===== src/common/pesr_pkg.sv =====
// package: register map, field layout, reset values, commands and carrier types
package pesr_pkg;

    // ======================================================================
    // register map (byte addresses)
    localparam logic [7:0] ADDR_STATUS = 8'h04;
    localparam logic [7:0] ADDR_LINE   = 8'h0C;
    localparam logic [7:0] ADDR_LIMITS = 8'h40;
    localparam logic [7:0] ADDR_CTRL   = 8'h88;
    localparam logic [7:0] ADDR_ERR    = 8'h8C;

    // ======================================================================
    // field positions inside the 32-bit words
    localparam int STAT_SHIFT      = 16;
    localparam int BIT_SIG_TABORT  = 11;
    localparam int BIT_RCV_TABORT  = 12;
    localparam int BIT_MABORT      = 13;
    localparam int BIT_SERR_DRIVEN = 14;
    localparam int BIT_PAR_SEEN    = 15;
    localparam int LINE_SIZE_LSB   = 0;
    localparam int BURST_TIMER_LSB = 8;
    localparam int WAIT_LIMIT_LSB  = 0;
    localparam int RETRY_LIMIT_LSB = 8;
    localparam int CTRL_PAR_RESP   = 0;
    localparam int CTRL_WINV_EN    = 1;
    localparam int CTRL_TRDY_IEN   = 2;
    localparam int CTRL_RETRY_IEN  = 3;
    localparam int CTRL_REV_LSB    = 4;
    localparam int CTRL_BYPASS_LSB = 8;
    localparam int ERR_TRDY        = 0;
    localparam int ERR_RETRY       = 1;

    // ======================================================================
    // reset values and fixed values
    localparam logic [7:0] LINE_SIZE_RST   = 8'h00;
    localparam logic [7:0] BURST_TIMER_RST = 8'h00;
    localparam logic [1:0] BURST_TIMER_RO  = 2'h0;
    localparam logic [7:0] WAIT_LIMIT_RST  = 8'h80;
    localparam logic [7:0] RETRY_LIMIT_RST = 8'h80;
    localparam logic [3:0] REV_RST         = 4'h3;
    localparam logic [7:0] BYPASS_RST      = 8'h01;
    localparam logic [3:0] REV_MULTI_RETRY = 4'h3;
    localparam logic [7:0] LEGACY_RETRIES  = 8'h01;

    // ======================================================================
    // bus commands
    localparam logic [3:0] CMD_MEM_READ     = 4'h6;
    localparam logic [3:0] CMD_MEM_READ_LN  = 4'hE;
    localparam logic [3:0] CMD_MEM_READ_MUL = 4'hC;
    localparam logic [3:0] CMD_MEM_WRITE    = 4'h7;
    localparam logic [3:0] CMD_MEM_WR_INV   = 4'hF;

    // ======================================================================
    // carrier types
    typedef struct packed {
        logic        write;
        logic [31:0] addr;
        logic [15:0] words;
    } pesr_req_t;

    typedef struct packed {
        logic [3:0]  code;
        logic        burstEn;
        logic [31:0] addr;
        logic [15:0] words;
    } pesr_cmd_t;

    typedef struct packed {
        logic        busErr;
        logic        discarded;
        logic [31:0] data;
    } pesr_rsp_t;

    typedef enum logic [1:0] {
        ST_IDLE,
        ST_ISSUE,
        ST_WAIT,
        ST_DRAIN
    } pesr_state_t;

endpackage : pesr_pkg


===== src/rtl/pesr_bridge.sv =====
// pci bridge error status, command selection, trdy timeout and retry logic
`timescale 1ns/10ps

// Function
// - target abort sent sets status bit 11
// - received target abort sets status bit 12
// - non-special master abort sets status bit 13
// - address parity error drives serr, sets 14
// - any parity error sets 15; irq gated
// - flags clear by writing one; raise irq
// - latency timer; zero forbids bursts
// - latency timer low two bits read zero
// - eight-bit line size, resets to zero
// - read command chosen from transfer length
// - line size decides write invalidate use
// - invalidate needs enable, alignment, full line
// - trdy wait over limit aborts, flags
// - timed-out read returns bus error
// - first read attempts equal retry limit
// - drain writes and returns before retrying
// - further attempts by interface revision
// - final read failure aborts with error
// - write retried to limit then discarded
// - trdy flag only when its enable set
// - retry flag only when its enable set
module pesr_bridge
(
    input  wire logic              mclk,
    input  wire logic              rst_b,
    // register port
    input  wire logic [7:0]        regAddr,
    input  wire logic [31:0]       regWrData,
    input  wire logic              regWr,
    input  wire logic              regRd,
    output logic [31:0]            regRdData,
    // pci pins
    input  wire logic              pciClk,
    input  wire logic              trdyPin_b,
    output logic                   serrPinOut,
    output logic                   serrPinOe_b,
    // events from the pci protocol engine
    input  wire logic              evTargetAbortSent,
    input  wire logic              evTargetAbortRcvd,
    input  wire logic              evMasterAbort,
    input  wire logic              evSpecialCycle,
    input  wire logic              evAddrParErr,
    input  wire logic              evDataParErr,
    // internal requester
    input  wire logic              reqValid,
    input  wire pesr_pkg::pesr_req_t reqData,
    output logic                   reqReady,
    output logic                   rspValid,
    output pesr_pkg::pesr_rsp_t    rspData,
    // master command to the pci protocol engine
    output logic                   cmdValid,
    output pesr_pkg::pesr_cmd_t    cmdData,
    input  wire logic              xferDone,
    input  wire logic              xferDisc,
    input  wire logic [31:0]       xferData,
    input  wire logic              drainIdle,
    output logic                   pciErrInt
);
    import pesr_pkg::*;

    // ======================================================================
    // functions
    function automatic logic [3:0] pick_cmd(input pesr_req_t r, input logic [7:0] line,
                                            input logic winvEn);
        logic [15:0] lineW;
        logic [16:0] twoLines;
        logic        aligned;
        lineW    = {8'h00, line};
        twoLines = {8'h00, line, 1'b0};
        aligned  = (line != 8'h00) && ((r.addr[17:2] % lineW) == 16'h0000);
        if (r.write)
        begin
            if (winvEn && aligned && (r.words >= lineW))
                pick_cmd = CMD_MEM_WR_INV;
            else
                pick_cmd = CMD_MEM_WRITE;
        end
        else if (line == 8'h00 || r.words < lineW)
            pick_cmd = CMD_MEM_READ;
        else if ({1'b0, r.words} >= twoLines)
            pick_cmd = CMD_MEM_READ_MUL;
        else
            pick_cmd = CMD_MEM_READ_LN;
    endfunction : pick_cmd

    function automatic logic w1c(input logic flag, input logic set, input logic clr);
        // a set in the clearing cycle wins
        w1c = (flag & ~clr) | set;
    endfunction : w1c

    // ======================================================================
    // pin synchronisers
    logic pciClkS1_reg;
    logic pciClkS2_reg;
    logic pciClkS3_reg;
    logic trdyS1_reg;
    logic trdyS2_reg;

    always_ff @(posedge mclk or negedge rst_b)
    begin
        if (!rst_b)
        begin
            pciClkS1_reg <= 1'b0;
            pciClkS2_reg <= 1'b0;
            pciClkS3_reg <= 1'b0;
            trdyS1_reg   <= 1'b1;
            trdyS2_reg   <= 1'b1;
        end
        else
        begin
            pciClkS1_reg <= pciClk;
            pciClkS2_reg <= pciClkS1_reg;
            pciClkS3_reg <= pciClkS2_reg;
            trdyS1_reg   <= trdyPin_b;
            trdyS2_reg   <= trdyS1_reg;
        end
    end

    wire pciRise      = pciClkS2_reg & ~pciClkS3_reg;
    wire trdyAsserted = ~trdyS2_reg;

    // ======================================================================
    // registers
    logic       sigTgtAbort_reg;
    logic       rcvTgtAbort_reg;
    logic       masterAbort_reg;
    logic       serrDriven_reg;
    logic       parSeen_reg;
    logic       trdyTimeoutFlag_reg;
    logic       retryFlag_reg;
    logic [7:0] lineSize_reg;
    logic [5:0] burstTimer_reg;
    logic [7:0] waitLimit_reg;
    logic [7:0] retryLimit_reg;
    logic       parRespEn_reg;
    logic       winvEn_reg;
    logic       target_ready_timeout_int_enable_reg;
    logic       retry_exhausted_int_enable_reg;
    logic [3:0] ifRev_reg;
    logic [7:0] bypassCnt_reg;
    logic       serrDrive_reg;

    wire wrStatus = regWr && (regAddr == ADDR_STATUS);
    wire wrLine   = regWr && (regAddr == ADDR_LINE);
    wire wrLimits = regWr && (regAddr == ADDR_LIMITS);
    wire wrCtrl   = regWr && (regAddr == ADDR_CTRL);
    wire wrErr    = regWr && (regAddr == ADDR_ERR);

    wire [15:0] stClr = wrStatus ? regWrData[31:16] : 16'h0000;
    wire [31:0] erClr = wrErr ? regWrData : 32'h0000_0000;

    // timeout and retry events from the sequencer
    logic trdyTimeoutEv;
    logic retryExhaustEv;

    wire parAny = evAddrParErr | evDataParErr;

    always_ff @(posedge mclk or negedge rst_b)
    begin
        if (!rst_b)
        begin
            sigTgtAbort_reg     <= 1'b0;
            rcvTgtAbort_reg     <= 1'b0;
            masterAbort_reg     <= 1'b0;
            serrDriven_reg      <= 1'b0;
            parSeen_reg         <= 1'b0;
            trdyTimeoutFlag_reg <= 1'b0;
            retryFlag_reg       <= 1'b0;
        end
        else
        begin
            sigTgtAbort_reg <= w1c(sigTgtAbort_reg, evTargetAbortSent,
                                   stClr[BIT_SIG_TABORT]);
            rcvTgtAbort_reg <= w1c(rcvTgtAbort_reg, evTargetAbortRcvd,
                                   stClr[BIT_RCV_TABORT]);
            masterAbort_reg <= w1c(masterAbort_reg, evMasterAbort & ~evSpecialCycle,
                                   stClr[BIT_MABORT]);
            serrDriven_reg  <= w1c(serrDriven_reg, evAddrParErr,
                                   stClr[BIT_SERR_DRIVEN]);
            parSeen_reg     <= w1c(parSeen_reg, parAny, stClr[BIT_PAR_SEEN]);
            trdyTimeoutFlag_reg <= w1c(trdyTimeoutFlag_reg,
                                       trdyTimeoutEv & target_ready_timeout_int_enable_reg,
                                       erClr[ERR_TRDY]);
            retryFlag_reg   <= w1c(retryFlag_reg, retryExhaustEv & retry_exhausted_int_enable_reg,
                                   erClr[ERR_RETRY]);
        end
    end

    always_ff @(posedge mclk or negedge rst_b)
    begin
        if (!rst_b)
        begin
            lineSize_reg   <= LINE_SIZE_RST;
            burstTimer_reg <= BURST_TIMER_RST[7:2];
            waitLimit_reg  <= WAIT_LIMIT_RST;
            retryLimit_reg <= RETRY_LIMIT_RST;
        end
        else
        begin
            if (wrLine)
            begin
                lineSize_reg   <= regWrData[LINE_SIZE_LSB +: 8];
                burstTimer_reg <= regWrData[BURST_TIMER_LSB + 2 +: 6];
            end
            if (wrLimits)
            begin
                waitLimit_reg  <= regWrData[WAIT_LIMIT_LSB +: 8];
                retryLimit_reg <= regWrData[RETRY_LIMIT_LSB +: 8];
            end
        end
    end

    always_ff @(posedge mclk or negedge rst_b)
    begin
        if (!rst_b)
        begin
            parRespEn_reg  <= 1'b0;
            winvEn_reg     <= 1'b0;
            target_ready_timeout_int_enable_reg  <= 1'b0;
            retry_exhausted_int_enable_reg <= 1'b0;
            ifRev_reg      <= REV_RST;
            bypassCnt_reg  <= BYPASS_RST;
        end
        else if (wrCtrl)
        begin
            parRespEn_reg  <= regWrData[CTRL_PAR_RESP];
            winvEn_reg     <= regWrData[CTRL_WINV_EN];
            target_ready_timeout_int_enable_reg  <= regWrData[CTRL_TRDY_IEN];
            retry_exhausted_int_enable_reg <= regWrData[CTRL_RETRY_IEN];
            ifRev_reg      <= regWrData[CTRL_REV_LSB +: 4];
            bypassCnt_reg  <= regWrData[CTRL_BYPASS_LSB +: 8];
        end
    end

    // ======================================================================
    // read path
    wire [15:0] statusUpper = {parSeen_reg, serrDriven_reg, masterAbort_reg,
                               rcvTgtAbort_reg, sigTgtAbort_reg, 11'h000};
    wire [7:0]  burstTimerRd = {burstTimer_reg, BURST_TIMER_RO};
    wire [31:0] ctrlRd = {16'h0000, bypassCnt_reg, ifRev_reg, retry_exhausted_int_enable_reg,
                          target_ready_timeout_int_enable_reg, winvEn_reg, parRespEn_reg};
    logic [31:0] rdMux;

    always_comb
    begin
        unique case (regAddr)
            ADDR_STATUS: rdMux = {statusUpper, 16'h0000};
            ADDR_LINE:   rdMux = {16'h0000, burstTimerRd, lineSize_reg};
            ADDR_LIMITS: rdMux = {16'h0000, retryLimit_reg, waitLimit_reg};
            ADDR_CTRL:   rdMux = ctrlRd;
            ADDR_ERR:    rdMux = {30'h0000_0000, retryFlag_reg, trdyTimeoutFlag_reg};
            default:     rdMux = 32'h0000_0000;
        endcase
    end

    always_ff @(posedge mclk or negedge rst_b)
    begin
        if (!rst_b)
            regRdData <= 32'h0000_0000;
        else if (regRd)
            regRdData <= rdMux;
    end

    // ======================================================================
    // serr pin: held low until the next pci clock rising edge
    always_ff @(posedge mclk or negedge rst_b)
    begin
        if (!rst_b)
            serrDrive_reg <= 1'b0;
        else if (evAddrParErr)
            serrDrive_reg <= 1'b1;
        else if (pciRise)
            serrDrive_reg <= 1'b0;
    end

    assign serrPinOut  = 1'b0;
    assign serrPinOe_b = ~serrDrive_reg;

    // parity seen (bit 15) only reaches the interrupt with parity response enabled
    assign pciErrInt = sigTgtAbort_reg | rcvTgtAbort_reg | masterAbort_reg |
                       serrDriven_reg | (parSeen_reg & parRespEn_reg) |
                       trdyTimeoutFlag_reg | retryFlag_reg;

    // ======================================================================
    // master sequencer
    pesr_state_t state_reg;
    pesr_state_t state_next;
    pesr_req_t   req_reg;
    logic [8:0]  waitCnt_reg;
    logic [7:0]  attempts_reg;
    logic        secondPhase_reg;

    wire [8:0] waitInc    = waitCnt_reg + 9'h001;
    wire       waitExpire = pciRise && !trdyAsserted && (waitInc > {1'b0, waitLimit_reg});
    wire [7:0] attemptInc = attempts_reg + 8'h01;
    // further reads after draining depend on interface revision
    wire [7:0] secondLimit = (ifRev_reg < REV_MULTI_RETRY) ? LEGACY_RETRIES
                                                             : bypassCnt_reg;
    wire [7:0] phaseLimit  = secondPhase_reg ? secondLimit : retryLimit_reg;
    wire       attemptsOut = (attemptInc >= phaseLimit);
    wire       inWait      = (state_reg == ST_WAIT);
    wire       discFail    = inWait && xferDisc && !waitExpire;
    wire       finalFail   = discFail && attemptsOut &&
                             (req_reg.write || secondPhase_reg);
    wire       toDrain     = discFail && attemptsOut && !req_reg.write && !secondPhase_reg;

    assign trdyTimeoutEv  = inWait && waitExpire;
    assign retryExhaustEv = finalFail;
    assign reqReady       = (state_reg == ST_IDLE);
    assign cmdValid       = (state_reg == ST_ISSUE);

    always_comb
    begin
        state_next = state_reg;
        unique case (state_reg)
            ST_IDLE:
                if (reqValid)
                    state_next = ST_ISSUE;
            ST_ISSUE:
                state_next = ST_WAIT;
            ST_WAIT:
                if (waitExpire || xferDone || finalFail)
                    state_next = ST_IDLE;
                else if (toDrain)
                    state_next = ST_DRAIN;
                else if (discFail)
                    state_next = ST_ISSUE;
            ST_DRAIN:
                if (drainIdle)
                    state_next = ST_ISSUE;
        endcase
    end

    always_ff @(posedge mclk or negedge rst_b)
    begin
        if (!rst_b)
            state_reg <= ST_IDLE;
        else
            state_reg <= state_next;
    end

    always_ff @(posedge mclk or negedge rst_b)
    begin
        if (!rst_b)
        begin
            req_reg         <= '0;
            attempts_reg    <= 8'h00;
            secondPhase_reg <= 1'b0;
        end
        else if (reqReady && reqValid)
        begin
            req_reg         <= reqData;
            attempts_reg    <= 8'h00;
            secondPhase_reg <= 1'b0;
        end
        else if (toDrain)
        begin
            attempts_reg    <= 8'h00;
            secondPhase_reg <= 1'b1;
        end
        else if (discFail)
            attempts_reg <= attemptInc;
    end

    // wait counter advances on pci clock edges with trdy still high
    always_ff @(posedge mclk or negedge rst_b)
    begin
        if (!rst_b)
            waitCnt_reg <= 9'h000;
        else if (!inWait || trdyAsserted)
            waitCnt_reg <= 9'h000;
        else if (pciRise)
            waitCnt_reg <= waitInc;
    end

    // command chosen once per request from the incoming reqData, reused by every retry
    always_ff @(posedge mclk or negedge rst_b)
    begin
        if (!rst_b)
            cmdData <= '0;
        else if (state_reg == ST_IDLE && reqValid)
        begin
            cmdData.code    <= pick_cmd(reqData, lineSize_reg, winvEn_reg);
            cmdData.burstEn <= (burstTimer_reg != 6'h00);
            cmdData.addr    <= reqData.addr;
            cmdData.words   <= reqData.words;
        end
    end

    // ======================================================================
    // response to the internal requester
    always_ff @(posedge mclk or negedge rst_b)
    begin
        if (!rst_b)
        begin
            rspValid <= 1'b0;
            rspData  <= '0;
        end
        else
        begin
            rspValid <= inWait && (xferDone || waitExpire || finalFail);
            if (inWait && (xferDone || waitExpire || finalFail))
            begin
                // on errors the data word carries whatever the engine last showed
                rspData.busErr    <= waitExpire || finalFail;
                rspData.discarded <= finalFail && req_reg.write;
                rspData.data      <= xferData;
            end
        end
    end

endmodule : pesr_bridge


===== config.mk =====
export PLATFORM = sky130hd
export DESIGN_NAME = pesr_bridge
export DESIGN_NICKNAME = d
export VERILOG_FILES = /design/src/common/pesr_pkg.sv /design/src/rtl/pesr_bridge.sv
export SDC_FILE = /design/constraint.sdc
export NUM_CORES = 1
export LEC_CHECK = 0
export BUFFER_PORTS_ARGS = -buffer_cell sky130_fd_sc_hd__buf_4
export CAP_MARGIN = 5
export CORE_ASPECT_RATIO = 0.7
export CORE_UTILIZATION = 30
export DETAILED_ROUTE_END_ITERATION = 10
export RECOVER_POWER = 100
export SLEW_MARGIN = 20
export SYNTH_ARGS = -nofsm -noshare
export SYNTH_HDL_FRONTEND = slang
export SYNTH_SLANG_ARGS = --single-unit

===== constraint.sdc =====
create_clock -name mclk -period 28.3 [get_ports mclk]
set_clock_uncertainty 0.15 [all_clocks]
set_input_delay 5.66 -clock mclk [delete_from_list [all_inputs] [get_ports mclk]]
set_output_delay 5.66 -clock mclk [all_outputs]
set_load 0.005 [all_outputs]

Word level (Yosys, flattened, before mapping)
Cells that the tools add are included.
{"block": "totals", "reg_bits": 200, "in_bits": 137, "output_inout_bits": 125, "word_cells": 158}
{"block": "op_classes", "add_sub_neg": 2, "n_div": 1, "order_cmp": 6, "n_eq_ne": 11, "mux": 24, "bitwise": 37, "reduce_logical": 40}
{"cell": "one-hot mux 32 bit (5 select lines)", "n": 1}
{"cell": "2-to-1 mux 8 bit", "n": 5}
{"cell": "logical AND 1 bit", "n": 20}
{"cell": "2-to-1 mux 9 bit", "n": 2}
{"cell": "equality test 8 bit (second input constant)", "n": 2}
{"cell": ">= comparator 16 x 8 -> 1 bit", "n": 1}
{"cell": ">= comparator 16 x 9 -> 1 bit", "n": 1}
{"cell": "zero test 16 bit", "n": 1}
{"cell": "< comparator 16 x 8 -> 1 bit", "n": 1}
{"cell": "remainder unit 16 x 8 -> 16 bit", "n": 1}
{"cell": "2-to-1 mux 16 bit", "n": 1}
{"cell": "2-to-1 mux 2 bit", "n": 7}
{"cell": "bitwise OR 1 bit", "n": 14}
{"cell": "bitwise AND 1 bit", "n": 12}
{"cell": "2-to-1 mux 4 bit", "n": 3}
{"cell": "NOT 1 bit", "n": 11}
{"cell": "adder 9 x 1 -> 9 bit (second input constant)", "n": 1}
{"cell": "> comparator 9 x 8 -> 1 bit", "n": 1}
{"cell": "adder 8 x 1 -> 8 bit (second input constant)", "n": 1}
{"cell": "equality test 8 x 3 -> 1 bit (second input constant)", "n": 1}
{"cell": "equality test 8 x 4 -> 1 bit (second input constant)", "n": 1}
{"cell": "equality test 8 x 7 -> 1 bit (second input constant)", "n": 1}
{"cell": ">= comparator 8 bit", "n": 1}
{"cell": "zero test 8 bit", "n": 1}
{"cell": "15 further kinds", "n": 30}

Logic depth before layout (Yosys ltp)
Gate-level depths: netlist of the first run.
{"block": "depth", "word_depth": 12, "depth_mapped": 155, "depth_no_buf": 149}

Worst setup path after synthesis of the first run
Ideal clock, no wire load.
{"block": "synth_path", "kind": "input to register", "start": "in reqData[33] (netlist name)", "end": "reg cmdData[52] (netlist name)", "setup_time_ns": 0.092, "arrival_ns": 34.350, "required_time_ns": 28.058, "slack_ns": -6.292, "path_stages": 146, "n_path_buf": 6, "path_cell_list": "ha_1 > a21oi_1 > ha_1 > o21a_1 > a311oi_1 > o22a_1 > ha_1 > o211a_1 > o311ai_1 > a21boi_1 > nor2_1 > ha_1 > a21oi_1 > a211oi_2 > or2_2 > o21a_1 > ha_1 > o21ai_1 > (+110 left out) > nand3_2 > clkbuf_1 > nor2_1 > a21oi_1 > fa_1 > a21o_1 > a21oi_1 > o21bai_1 > a21oi_1 > inv_1 > a21o_1 > a21oi_1 > o21ai_0 > a21oi_1 > nand4_1 > o211ai_1 > xor2_1 > o31ai_2"}
{"block": "synth_between", "elab_chain_len": 7}
{"element": "start: declaration", "line": "pesr_bridge.sv:50", "source": "input wire pesr_pkg::pesr_req_t reqData,"}
{"element": "remainder unit 16 x 8 -> 16 bit", "line": "pesr_bridge.sv:74", "source": "aligned = (line != 8'h00) && ((r.addr[17:2] % lineW) == 16'h0000);"}
{"element": "zero test 16 bit", "line": "pesr_bridge.sv:74"}
{"element": "logical AND 1 bit", "line": "pesr_bridge.sv:74"}
{"element": "logical AND 1 bit (2 in a row)", "line": "pesr_bridge.sv:77", "source": "if (winvEn && aligned && (r.words >= lineW))"}
{"element": "2-to-1 mux 4 bit", "line": "pesr_bridge.sv:77"}
{"element": "2-to-1 mux 4 bit", "line": "pesr_bridge.sv:75", "source": "if (r.write)"}
{"element": "end: declaration", "line": "pesr_bridge.sv:56", "source": "output pesr_pkg::pesr_cmd_t cmdData,"}
Every way passes these cells.
A chain may end at the register's enable or synchronous reset.

Final worst setup path of the first run
Same ends and word-level chain as after synthesis.

==> results.txt, run 1 <==
The kind of critical path is input port to flop. Clock latency on the worst-skew pair, taken at its later pin, is 480 ps. The minimum setup slack in the final design was -4260 ps. Cell area after synthesis: 14600 um^2. The library cell used most frequently in the layout, excluding fill and tap cells, is sky130_fd_sc_hd__buf_4. The biggest area contributor in the post-synthesis netlist is sky130_fd_sc_hd__dfrtp_1. The wire length per cell is 17.1 um. The cell sitting at the root of the clock tree is a sky130_fd_sc_hd__clkbuf_16. The layout has 4629 filler cells. The vertical die dimension is 187 um, and the time the worst path needs with I/O delays and setup is 32560 ps. I/O pin count: 262.

The total congestion overflow after global routing was 0. The flow ran to the end, but the final reports show violations. The static leakage is 10.3 nW. The run gives 0.106 as the sequential share of power. After floorplanning, the core was divided into 67 placement rows.

After clock tree synthesis, the clock-pin slew on the worst setup and hold paths is 100 ps. Prior to clock tree synthesis, the placed netlist has a worst setup slack of -5660 ps. The post-synthesis area per instance was 8.95 um^2; the number of iterations in the first detailed-routing pass was 8. The via count of the first global-routing pass was 15.0k; the global-route wire length before repair was 80.0 mm. The checks that failed: capacitance limit, slew limit, setup timing. The area inside the core boundary is 48000 um^2, and the clock share of power is 0.069. Data on the critical path is required at its endpoint by 28550 ps. The die covers 49700 um^2. Leading register cell type out of synthesis: sky130_fd_sc_hd__dfrtp_1.

The number of buffers added on ports was 238. Ranked by total cell area, the synthesized netlist is headed by sky130_fd_sc_hd__dfrtp_1 (31%), sky130_fd_sc_hd__ha_1 (12%), sky130_fd_sc_hd__mux2_2 (8.3%), sky130_fd_sc_hd__nand2_1 (5.5%), sky130_fd_sc_hd__a21oi_1 (2.9%). IR analysis of the VDD net gives a maximum drop of 0.183 mV. The number of DRC violations after detailed-routing iteration 0 is 1057, and the share of layout cells above drive strength 1 is 0.408.

For the number of buffers created by CTS, the log shows 17. The headroom to the max-slew limit came out at -1.53. The proportion of total power due to net switching is 0.439, and the overall via count from detail_route is 14.9k. For this run, the top clock speed supported by timing is 30.7 MHz.

Ranked by flip-flop count, first place goes to cmdData. At the pin with the least slew margin, the transition time is 3800 ps. STA classifies the critical path endpoint as a flop. In this design, the critical path's most frequently occurring cell is sky130_fd_sc_hd__o21a_1. Data on the critical path arrives at its endpoint at 32810 ps. From synthesis to final layout, the design area changed by 47.4%. Registers take 4710 um^2. The depth of the CTS H-tree was 4.

Setup repair after global routing could not meet its margin everywhere. For this run, design rule violations remaining after detail routing come to 0. In this run the worst path has a maximum fanout of 5.

In this run the horizontal extent of the chip is 266 um. The instance count after placement with tap cells included was 2832. Entering global routing, the biggest net connects 72 pins. The cell count after synthesis came out at 1635. The power density normalized to cell area works out to 164 nW/um^2. The initial cell density of the core is 0.305. After synthesis the netlist holds a flip-flop and latch count of 188. The Yosys step of the flow raised 0 warnings. The cell area reported after detailed placement is 19900 um^2, and the total of hold buffers inserted after clock tree synthesis is 0. The final hold slack is 202 ps. The largest registers in the layout are cmdData (53), rspData (34), regRdData (21). The tools report the type of origin of the critical path as an input port. The tools report the final standard cell area without fillers as 21600 um^2.

For this run, the post-layout net count is 2546. The internal power consumption was 0.00199 W; the number of antenna violations at the first check in global routing was 1. The number of hold violations in the final report came out at 0. The number of synthesized flops with an enable pin is 0, and the sequential element share of the synthesized area is 0.322. The maximum clock insertion buffer count is 2, and the maximum cell stage delay along the critical path is 510 ps. Aggregate global-route resource usage: 0.201. The tools report the net switching power as 0.00155 W. The per-cell via count in the routed design works out to 5.08. The run gives 2938 as the number of non-filler instances in the completed layout. Final critical-path share of the clock period: 1.15.

The part of the total power dissipated in combinational logic is 0.824. Final weighted congestion in routability-driven placement: 0.869. Summing all multi-input logic gate instances after layout gives 10200 um^2. The register with the most flip-flops in the layout has 53 of them. The count of cell types in the netlist came out at 101. Max-cap violations in this run came to 5. Clock tree synthesis found a total of 188 sinks. The HPWL after detailed placement is 38.0 mm. The final max-slew violation count was 267; the share of the synthesized area in the top cell type was 0.309.

The tightest min-delay check is of the flop to flop type. The share of flip-flops with an asynchronous set or reset is 1.00. The total setup violations reported at the end of the flow is 1. In the layout the commonest cells are sky130_fd_sc_hd__buf_4 (539), sky130_fd_sc_hd__nand2_1 (214), sky130_fd_sc_hd__dfrtp_1 (181), sky130_fd_sc_hd__ha_1 (114), sky130_fd_sc_hd__mux2_2 (102). Wires add up to 50.3 mm. TritonCTS built the clock tree. Among all stages on the critical path, the largest delay is contributed by sky130_fd_sc_hd__or4_4. Number of nets still failing antenna checks after routing: 0.
## metal layers
metal / track usage / vias to the layer above / part of all wire
met4: 0.0537 / 2 / 0.019
met3: 0.0412 / 61 / 0.056
met2: 0.310 / 396 / 0.45
li1: - / 7206 / -
met1: 0.285 / 7267 / 0.48
met5: 0 / - / 0.00012
## power by group through the flow
| stage | combinational [W] | sequential [W] | clock (W) |
|---|---|---|---|
| floorplan | 0.00149 | 0.000380 | 0 |
| global placement | 0.00258 | 0.000378 | 0 |
| detailed placement | 0.00264 | 0.000383 | 0 |
| CTS | 0.00279 | 0.000378 | 0.000254 |
| global route | 0.00316 | 0.000385 | 0.000261 |
| finish | 0.00292 | 0.000376 | 0.000246 |
## synthesized netlist by cell type (all sizes together) (29+ instances only)
| cell type | number |
|---|---|
| a21oi | 85 |
| dfrtp | 181 |
| o21a | 56 |
| nand3 | 30 |
| nand2 | 217 |
| xor2 | 29 |
| ha | 139 |
| mux2 | 109 |
| o21ai | 78 |
| nor2 | 96 |
| inv | 81 |
| clkbuf | 47 |
| nor3 | 55 |
## critical path: cells and delay by family
| kind | cells | cell delay (ps) |
|---|---|---|
| multiplexers | 5 | 1190 |
| adder cells (fa/ha/maj) | 16 | 4020 |
| AO/OA/AOI/OAI | 81 | 14940 |
| XOR/XNOR | 1 | 70 |
| buffers and inverters | 12 | 1430 |
| AND/OR/NAND/NOR | 32 | 5400 |
## per-stage QoR
stage	power [W]	setup TNS, ps	utilization
2_1_floorplan	0.00187	-4570	-
3_3_place_gp	0.00296	-5060	0.414
3_5_place_dp	0.00302	-5660	0.414
4_1_cts	0.00342	-4110	0.444
5_1_grt	0.00380	-5630	0.449
6_report	0.00354	-4260	0.449
## final timing paths
kind                                             start                         to  slack [ps]  cells after the start
hold / removal                  pciClkS1_reg$_DFF_PN0_     pciClkS2_reg$_DFF_PN0_         200                      0
hold reg to reg                 pciClkS1_reg$_DFF_PN0_     pciClkS2_reg$_DFF_PN0_         200                      0
setup / recovery                           reqData[33]    cmdData[52]$_DFFE_PN0P_       -4260                    147
max in group asynchronous                        rst_b    cmdData[12]$_DFFE_PN0P_       16830                      2
setup reg to reg           lineSize_reg[2]$_DFFE_PN0P_    cmdData[52]$_DFFE_PN0P_        -330                    148
min in group asynchronous                        rst_b  masterAbort_reg$_DFF_PN0_        6350                      1
## cell type report
cell class / instances / share of cell area
antenna: 1 / 0.000116
timing repair buffer: 674 / 0.228
sequential: 188 / 0.218
tap: 655 / 0.0380
multi-input combinational: 1307 / 0.475
clock buffer: 17 / 0.0197
inverter: 81 / 0.0141
clock inverter: 15 / 0.00713
## logic make-up (layout without fill, tap and decap cells)
family / count (synthesis) / in the layout / share of synthesized area
other cells: 1 / 13 / 0.000256
mux: 129 / 129 / 0.0978
xor+xnor: 55 / 55 / 0.0329
compound gates: 393 / 393 / 0.187
fa+ha+maj: 140 / 140 / 0.120
flops: 188 / 188 / 0.322
buf+inv: 151 / 787 / 0.0429
simple gates: 578 / 578 / 0.197
## timing repair
| item | 4_1_cts | 5_1_grt |
|---|---|---|
| gates cloned | 0 | 0 |
| gates resized for setup | 72 | 50 |
| pin swaps | 87 | 80 |
| setup buffers | 54 | 19 |
| endpoints found under the setup margin | 1 | 1 |
No activity file was read; power rests on OpenSTA's default activity.
==> run 2, diff against run 1 <==
--- a/config.mk
+++ b/config.mk
@@ -8,5 +8,4 @@
 export BUFFER_PORTS_ARGS = -buffer_cell sky130_fd_sc_hd__buf_4
 export CAP_MARGIN = 5
-export CORE_ASPECT_RATIO = 0.7
 export CORE_UTILIZATION = 30
 export DETAILED_ROUTE_END_ITERATION = 10
==> constraint.sdc (replaced) <==
create_clock -name mclk -period 28.3 [get_ports mclk]
set_clock_uncertainty 0.15 [all_clocks]
set_input_delay 1.415 -clock mclk [delete_from_list [all_inputs] [get_ports mclk]]
set_output_delay 1.415 -clock mclk [all_outputs]
set_load 0.005 [all_outputs]
==> results.txt, run 2 (synthesis gave the netlist of run 1 again) <==
The overall via count from detail_route is 14.3k (was 14.9k). The critical path data required time is 28530 ps (was 28550 ps), and the depth of the CTS H-tree is 4 (unchanged). Most frequent cells in the layout: sky130_fd_sc_hd__buf_4 (442), sky130_fd_sc_hd__nand2_1 (214), sky130_fd_sc_hd__dfrtp_1 (181), sky130_fd_sc_hd__ha_1 (118), sky130_fd_sc_hd__mux2_2 (104) (was sky130_fd_sc_hd__buf_4 (539), sky130_fd_sc_hd__nand2_1 (214), sky130_fd_sc_hd__dfrtp_1 (181), sky130_fd_sc_hd__ha_1 (114), sky130_fd_sc_hd__mux2_2 (102)). The final weighted congestion in routability-driven placement is 0.888 (was 0.869). The type of the most critical hold path is flop to flop (unchanged). The tools report the total setup violations reported at the end of the flow as 0 (was 1). The number of clock sinks came out at 188 (unchanged). Launch point of the critical path: lineSize_reg[4]$_DFFE_PN0P_ (was reqData[33]). Setup repair after global routing could not meet its margin everywhere.

The row count is 80 (was 67). The run gives 0.305 (about the same) as the initial cell density of the core. The post-DP HPWL is 36.6 mm (was 38.0 mm). The cell area reported after detailed placement came out at 19300 um^2 (was 19900 um^2).

The tools report the capturing element type of the critical path as a flop (unchanged). The count of max-cap constraint violations was 4 (was 5); the number of nets still failing antenna checks after routing was 0 (unchanged). The number of buffers added on ports is 238 (unchanged), and the number of hold violations in the final report is 0 (unchanged). The full die area is 49700 um^2 (about the same). The time the worst path needs with I/O delays and setup was 28170 ps (was 32560 ps); the per-cell via count in the routed design was 5.13 (was 5.08). The global-route wire length before repair came out at 76.1 mm (was 80.0 mm). The instance count after placement with tap cells included came out at 2710 (was 2832). Wire length per cell: 17.2 um (was 17.1 um). The area occupied by multi-input gates came out at 10200 um^2 (about the same). The cell depth of the worst flop-to-flop path works out to 151 (was 148). The most common library cell in the layout ignoring fill and taps was sky130_fd_sc_hd__buf_4 (unchanged). The share of layout cells above drive strength 1 was 0.382 (was 0.408).

The number of flip-flops in the largest register was 53 (unchanged); the final standard cell area without fillers was 20700 um^2 (was 21600 um^2). Type of origin of the critical path: a flop (was an input port). I/O pin count: 262 (unchanged).

Die outline width: 223 um (was 266 um). The maximum clock insertion buffer count was 2 (unchanged). The tools report the post-placement setup slack as -1180 ps (was -5660 ps).

The count of filler cells inserted in the layout was 4709 (was 4629). The kind of critical path is flop to flop (was input port to flop). The maximum cell stage delay along the critical path was 540 ps (was 510 ps). The cell with the largest stage delay on the worst path was sky130_fd_sc_hd__or4_4 (unchanged). The power density normalized to cell area works out to 164 nW/um^2 (about the same). For the number of iterations in the first detailed-routing pass, the log shows 5 (was 8).

The register clock-pin slew on the reported worst setup and hold paths came out at 80 ps (was 100 ps). The DRC violation count after routing came out at 0 (unchanged). The total congestion overflow after global routing is 0 (unchanged), and the number of nets in the finished design is 2443 (was 2546). The cell chosen for the clock root is sky130_fd_sc_hd__clkbuf_16 (unchanged). The final max-slew violation count is 241 (was 267). The maximum achievable frequency came out at 35.5 MHz (was 30.7 MHz). Register containing the most flip-flops in the final layout: cmdData (unchanged).

The most common cell type on the critical path is sky130_fd_sc_hd__o21a_1 (unchanged). Regs by FF count: cmdData (53), rspData (34), regRdData (21) (unchanged). The number of DRC violations after detailed-routing iteration 0 was 732 (was 1057); the headroom to the max-slew limit was -3.29 (was -1.53). The area inside the core boundary is 47900 um^2 (was 48000 um^2).

The logs give 14.4k (was 15.0k) for the via count of the first global-routing pass and 28400 ps (was 32810 ps) for the data arrival time of the critical path. The final critical-path share of the clock period was 0.995 (was 1.15); the maximum net fanout on the critical path was 6 (was 5). For the area taken by flip-flops and latches, the log shows 4710 um^2 (unchanged). The run gives 490 ps (was 480 ps) as the clock latency on the worst-skew pair. TritonCTS built the clock tree. The endpoint of the worst setup timing path was cmdData[52]$_DFFE_PN0P_ (unchanged). The pin count of the biggest net entering global routing was 118 (was 72).

The startpoint of the lowest-slack register-to-register path is lineSize_reg[4]$_DFFE_PN0P_ (was lineSize_reg[2]$_DFFE_PN0P_). The growth of design area from synthesis to finish was 41.4% (was 47.4%); the static leakage was 9.80 nW (was 10.3 nW). The run gives 17 (unchanged) as the number of buffers created by CTS. The origin of the worst min-delay path is trdyS1_reg$_DFF_PN1_ (was pciClkS1_reg$_DFF_PN0_). The number of non-filler instances in the completed layout was 2794 (was 2938). The endpoint of the worst register-to-register path was cmdData[52]$_DFFE_PN0P_ (unchanged). The minimum setup slack in the final design is 128 ps (was -4260 ps). The vertical die dimension was 223 um (was 187 um); the aggregate global-route resource usage was 0.193 (was 0.201).

The logs give 0.00340 W (was 0.00354 W) for the overall power and 0 (was 1) for the number of antenna violations at the first check in global routing. Violations in the final reports: capacitance limit, slew limit (was capacitance limit, slew limit, setup timing). The worst-case vdd ir drop came out at 0.167 mV (was 0.183 mV).

The utilization after layout was 0.431 (was 0.449). The transition time of the tightest slew-check pin is 6430 ps (was 3800 ps), and the number of inserted diodes is 0 (was 1). The flow ran to the end, but the final reports show violations. The final wirelength was 48.2 mm (was 50.3 mm). Slack of the worst reg-to-reg path: 130 ps (was -330 ps).
-- run 2: metal layers --
metal	routed length [um]	global-route usage	vias up
li1	-	-	7010
met1	21400	0.244	6982
met2	24600	0.342	287
met3	1350	0.0217	54
met4	862	0.0605	0
met5	0	0	-
-- run 2: worst min path at each step --
stage | endpoint | slack, ps | cells after the start
floorplan | pciClkS2_reg$_DFF_PN0_ | 180 | 0
global placement | pciClkS2_reg$_DFF_PN0_ | 200 | 0
detailed placement | pciClkS2_reg$_DFF_PN0_ | 190 | 0
CTS | trdyS2_reg$_DFF_PN1_ | 210 | 0
global route | trdyS2_reg$_DFF_PN1_ | 220 | 0
finish | trdyS2_reg$_DFF_PN1_ | 210 | 0
-- run 2: report_power, final --
part / switching, W / internal [W] / total (W)
logic: 0.00134 / 0.00143 / 0.00277
registers: 0.0000409 / 0.000337 / 0.000377
clock network: 0.000121 / 0.000126 / 0.000247
total: 0.00150 / 0.00190 / 0.00340
-- run 2: per-stage QoR --
| step | hold WS [ps] | setup TNS (ps) |
|---|---|---|
| finish | 209 | 0 |
| global route | 218 | -1550 |
| CTS | 212 | 0 |
| detailed placement | 186 | -1180 |
| global placement | 195 | -734 |
| floorplan | 181 | -329 |
-- run 2: repair_timing --
| action | 4_1_cts | 5_1_grt |
|---|---|---|
| hold buffers | 0 | 0 |
| resized for setup | 62 | 49 |
| endpoints found under the setup margin | 1 | 1 |
| pin swaps | 69 | 58 |
| buffers inserted | 43 | 10 |
-- run 2: critical path, delay by kind of cell (launching register included) --
family / cells / cell delay [ps]
compound gates: 77 / 13700
simple gates: 33 / 6170
fa+ha+maj: 15 / 3870
buf+inv: 20 / 2440
mux: 4 / 990
flops: 1 / 380
xor+xnor: 2 / 350
-- run 2: area by class of cell --
cell class / count / share of cell area
timing repair buffer: 571 / 0.201
sequential: 188 / 0.228
clock buffer: 20 / 0.0216
multi-input combinational: 1307 / 0.491
clock inverter: 12 / 0.00635
inverter: 81 / 0.0147
tap: 615 / 0.0372
==> run 3, diff against run 2 <==
SLEW_MARGIN = default   (was 20)
clock period = 26.7 ns   (was 28.3 ns; I/O delays follow)
==> results.txt, run 3 (synthesis gave the netlist of run 1 again) <==
The run finished, with violations left. Violations in the final reports: capacitance limit, slew limit, setup timing (was capacitance limit, slew limit). The final wirelength was 50.4 mm (was 48.2 mm); the area taken by flip-flops and latches was 4710 um^2 (unchanged). The run gives 26950 ps (was 28530 ps) as the critical path data required time. The logs give 10.2 nW (was 9.80 nW) for the static leakage and 188 (unchanged) for the number of clock sinks.

The vertical die dimension was 223 um (unchanged). The power density normalized to cell area works out to 178 nW/um^2 (was 164 nW/um^2). The register containing the most flip-flops in the final layout was cmdData (unchanged). The run gives 4627 (was 4709) as the count of filler cells inserted in the layout. The number of DRC violations after detailed-routing iteration 0 was 841 (was 732). The row count was 80 (unchanged). The logs give 308 (was 241) for the final max-slew violation count and 14.8k (was 14.4k) for the via count of the first global-routing pass. The number of flip-flops in the largest register is 53 (unchanged), and the register clock-pin slew on the reported worst setup and hold paths is 80 ps (about the same). The type of the most critical hold path is flop to flop (unchanged).

The clock latency on the worst-skew pair came out at 480 ps (was 490 ps). Most frequent cells in the layout: sky130_fd_sc_hd__buf_4 (518), sky130_fd_sc_hd__nand2_1 (215), sky130_fd_sc_hd__dfrtp_1 (181), sky130_fd_sc_hd__ha_1 (121), sky130_fd_sc_hd__mux2_2 (105) (was sky130_fd_sc_hd__buf_4 (442), sky130_fd_sc_hd__nand2_1 (214), sky130_fd_sc_hd__dfrtp_1 (181), sky130_fd_sc_hd__ha_1 (118), sky130_fd_sc_hd__mux2_2 (104)). Cell with the largest stage delay on the worst path: sky130_fd_sc_hd__or4_4 (unchanged). The headroom to the max-slew limit is -3.07 (was -3.29), and the transition time of the tightest slew-check pin is 6100 ps (was 6430 ps). The maximum cell stage delay along the critical path is 590 ps (was 540 ps).

The depth of the CTS H-tree came out at 4 (unchanged). The type of origin of the critical path was a flop (unchanged). The number of buffers added on ports is 238 (unchanged). The logs give 5 (unchanged) for the number of iterations in the first detailed-routing pass and 0.00376 W (was 0.00340 W) for the overall power. TritonCTS built the clock tree.

Growth of design area from synthesis to finish: 44.2% (was 41.4%). Setup repair after global routing could not meet its margin everywhere. The kind of critical path is flop to flop (unchanged). Initial cell density of the core: 0.305 (unchanged). The total setup violations reported at the end of the flow is 1 (was 0), and the cell area reported after detailed placement is 19700 um^2 (was 19300 um^2). For the DRC violation count after routing, the log shows 0 (unchanged). The logs give 262 (unchanged) for the I/O pin count and 0 (unchanged) for the total congestion overflow after global routing. The logs give 79.4 mm (was 76.1 mm) for the global-route wire length before repair and 0 (unchanged) for the number of antenna violations at the first check in global routing. The tools report the number of buffers created by CTS as 17 (unchanged).

The final standard cell area without fillers was 21100 um^2 (was 20700 um^2). The number of hold violations in the final report was 0 (unchanged). The final hold slack came out at 209 ps (about the same). The share of layout cells above drive strength 1 works out to 0.398 (was 0.382). The time the worst path needs with I/O delays and setup was 27710 ps (was 28170 ps); the data arrival time of the critical path was 27960 ps (was 28400 ps). The worst-case vdd ir drop was 0.212 mV (was 0.167 mV); the number of nets in the finished design was 2519 (was 2443). The full die area was 49700 um^2 (unchanged). Overall via count from detail_route: 14.7k (was 14.3k).

The most common cell type on the critical path is sky130_fd_sc_hd__o21a_1 (unchanged). Capturing element type of the critical path: a flop (unchanged). The final weighted congestion in routability-driven placement is 0.922 (was 0.888). The run gives 111 (was 118) as the pin count of the biggest net entering global routing. Regs by FF count: cmdData (53), rspData (34), regRdData (21) (unchanged). The die outline width was 223 um (unchanged). The area inside the core boundary came out at 47900 um^2 (unchanged). Cell chosen for the clock root: sky130_fd_sc_hd__clkbuf_16 (unchanged).

Most common library cell in the layout ignoring fill and taps: sky130_fd_sc_hd__buf_4 (unchanged). The count of max-cap constraint violations came out at 5 (was 4). The maximum achievable frequency was 36.1 MHz (was 35.5 MHz); the maximum net fanout on the critical path was 9 (was 6). Area occupied by multi-input gates: 9990 um^2 (was 10200 um^2). For the number of nets still failing antenna checks after routing, the log shows 0 (unchanged).

Per-cell via count in the routed design: 5.13 (about the same). The minimum setup slack in the final design was -1010 ps (was 128 ps); the aggregate global-route resource usage was 0.202 (was 0.193). The maximum clock insertion buffer count is 2 (unchanged), and the wire length per cell is 17.5 um (was 17.2 um).

The post-DP HPWL was 38.5 mm (was 36.6 mm); the final critical-path share of the clock period was 1.04 (was 0.995).
-- run 3: changes by cell type in the layout (fill, tap and decap cells not counted), moves of 3 or more --
| cell | change |
|---|---|
| sky130_fd_sc_hd__nor2_2 | +3 |
| sky130_fd_sc_hd__nor2_1 | -3 |
| sky130_fd_sc_hd__clkbuf_4 | -3 |
| sky130_fd_sc_hd__buf_4 | +76 |
| sky130_fd_sc_hd__ha_4 | -4 |
| sky130_fd_sc_hd__a21oi_1 | +4 |
| sky130_fd_sc_hd__a21oi_4 | -4 |
| sky130_fd_sc_hd__ha_1 | +3 |
-- run 3: stage by stage --
step,TNS (ps),instances,util,setup slack (ps)
detailed placement,-1740,2773,0.411,-1740
global placement,-1010,2773,0.411,-1010
finish,-1010,2871,0.440,-1010
global route,-2410,2870,0.440,-2410
floorplan,-1850,1646,-,-1850
CTS,-776,2857,0.437,-776
-- run 3: final cells by class --
cell class / instances / share of cell area
antenna: 1 / 0.000119
clock buffer: 21 / 0.0223
clock inverter: 11 / 0.00599
inverter: 81 / 0.0144
multi-input combinational: 1307 / 0.474
sequential: 188 / 0.223
tap: 615 / 0.0365
timing repair buffer: 647 / 0.224
-- run 3: final timing paths --
path / from / to / slack (ps) / cells after the start
setup / recovery: lineSize_reg[3]$_DFFE_PN0P_ / cmdData[52]$_DFFE_PN0P_ / -1010 / 142
hold / removal: pciClkS1_reg$_DFF_PN0_ / pciClkS2_reg$_DFF_PN0_ / 210 / 0
setup reg to reg: lineSize_reg[3]$_DFFE_PN0P_ / cmdData[52]$_DFFE_PN0P_ / -1010 / 142
hold reg to reg: pciClkS1_reg$_DFF_PN0_ / pciClkS2_reg$_DFF_PN0_ / 210 / 0
max in group asynchronous: rst_b / cmdData[4]$_DFFE_PN0P_ / 17380 / 2
min in group asynchronous: rst_b / rspData[3]$_DFFE_PN0P_ / 2950 / 1
-- run 3: report_power, final --
part | total, W | leakage, nW | switching, W | internal, W
registers | 0.000401 | 2.35 | 0.0000440 | 0.000357
logic | 0.00309 | 7.51 | 0.00145 | 0.00164
clock network | 0.000268 | 0.295 | 0.000129 | 0.000139
-- run 3: repair_timing --
action / in CTS / in global routing
endpoints found under the setup margin: 1 / 1
gates resized for setup: 49 / 46
gates cloned: 1 / 0
pin swaps: 82 / 62
hold buffers: 0 / 0
buffers inserted: 51 / 13
-- run 3: worst max-delay path: cells and delay by family (launching register included) --
kind	cells	cell delay (ps)
flops	1	380
fa+ha+maj	15	4090
simple gates	40	7810
compound gates	75	13160
mux	4	960
buf+inv	8	1050
-- run 3: metal layers --
layer	vias up	wire length, um	track usage
li1	7161	-	-
met1	7193	22400	0.256
met2	305	25000	0.350
met3	80	1680	0.0269
met4	0	1290	0.0741
met5	-	0	0
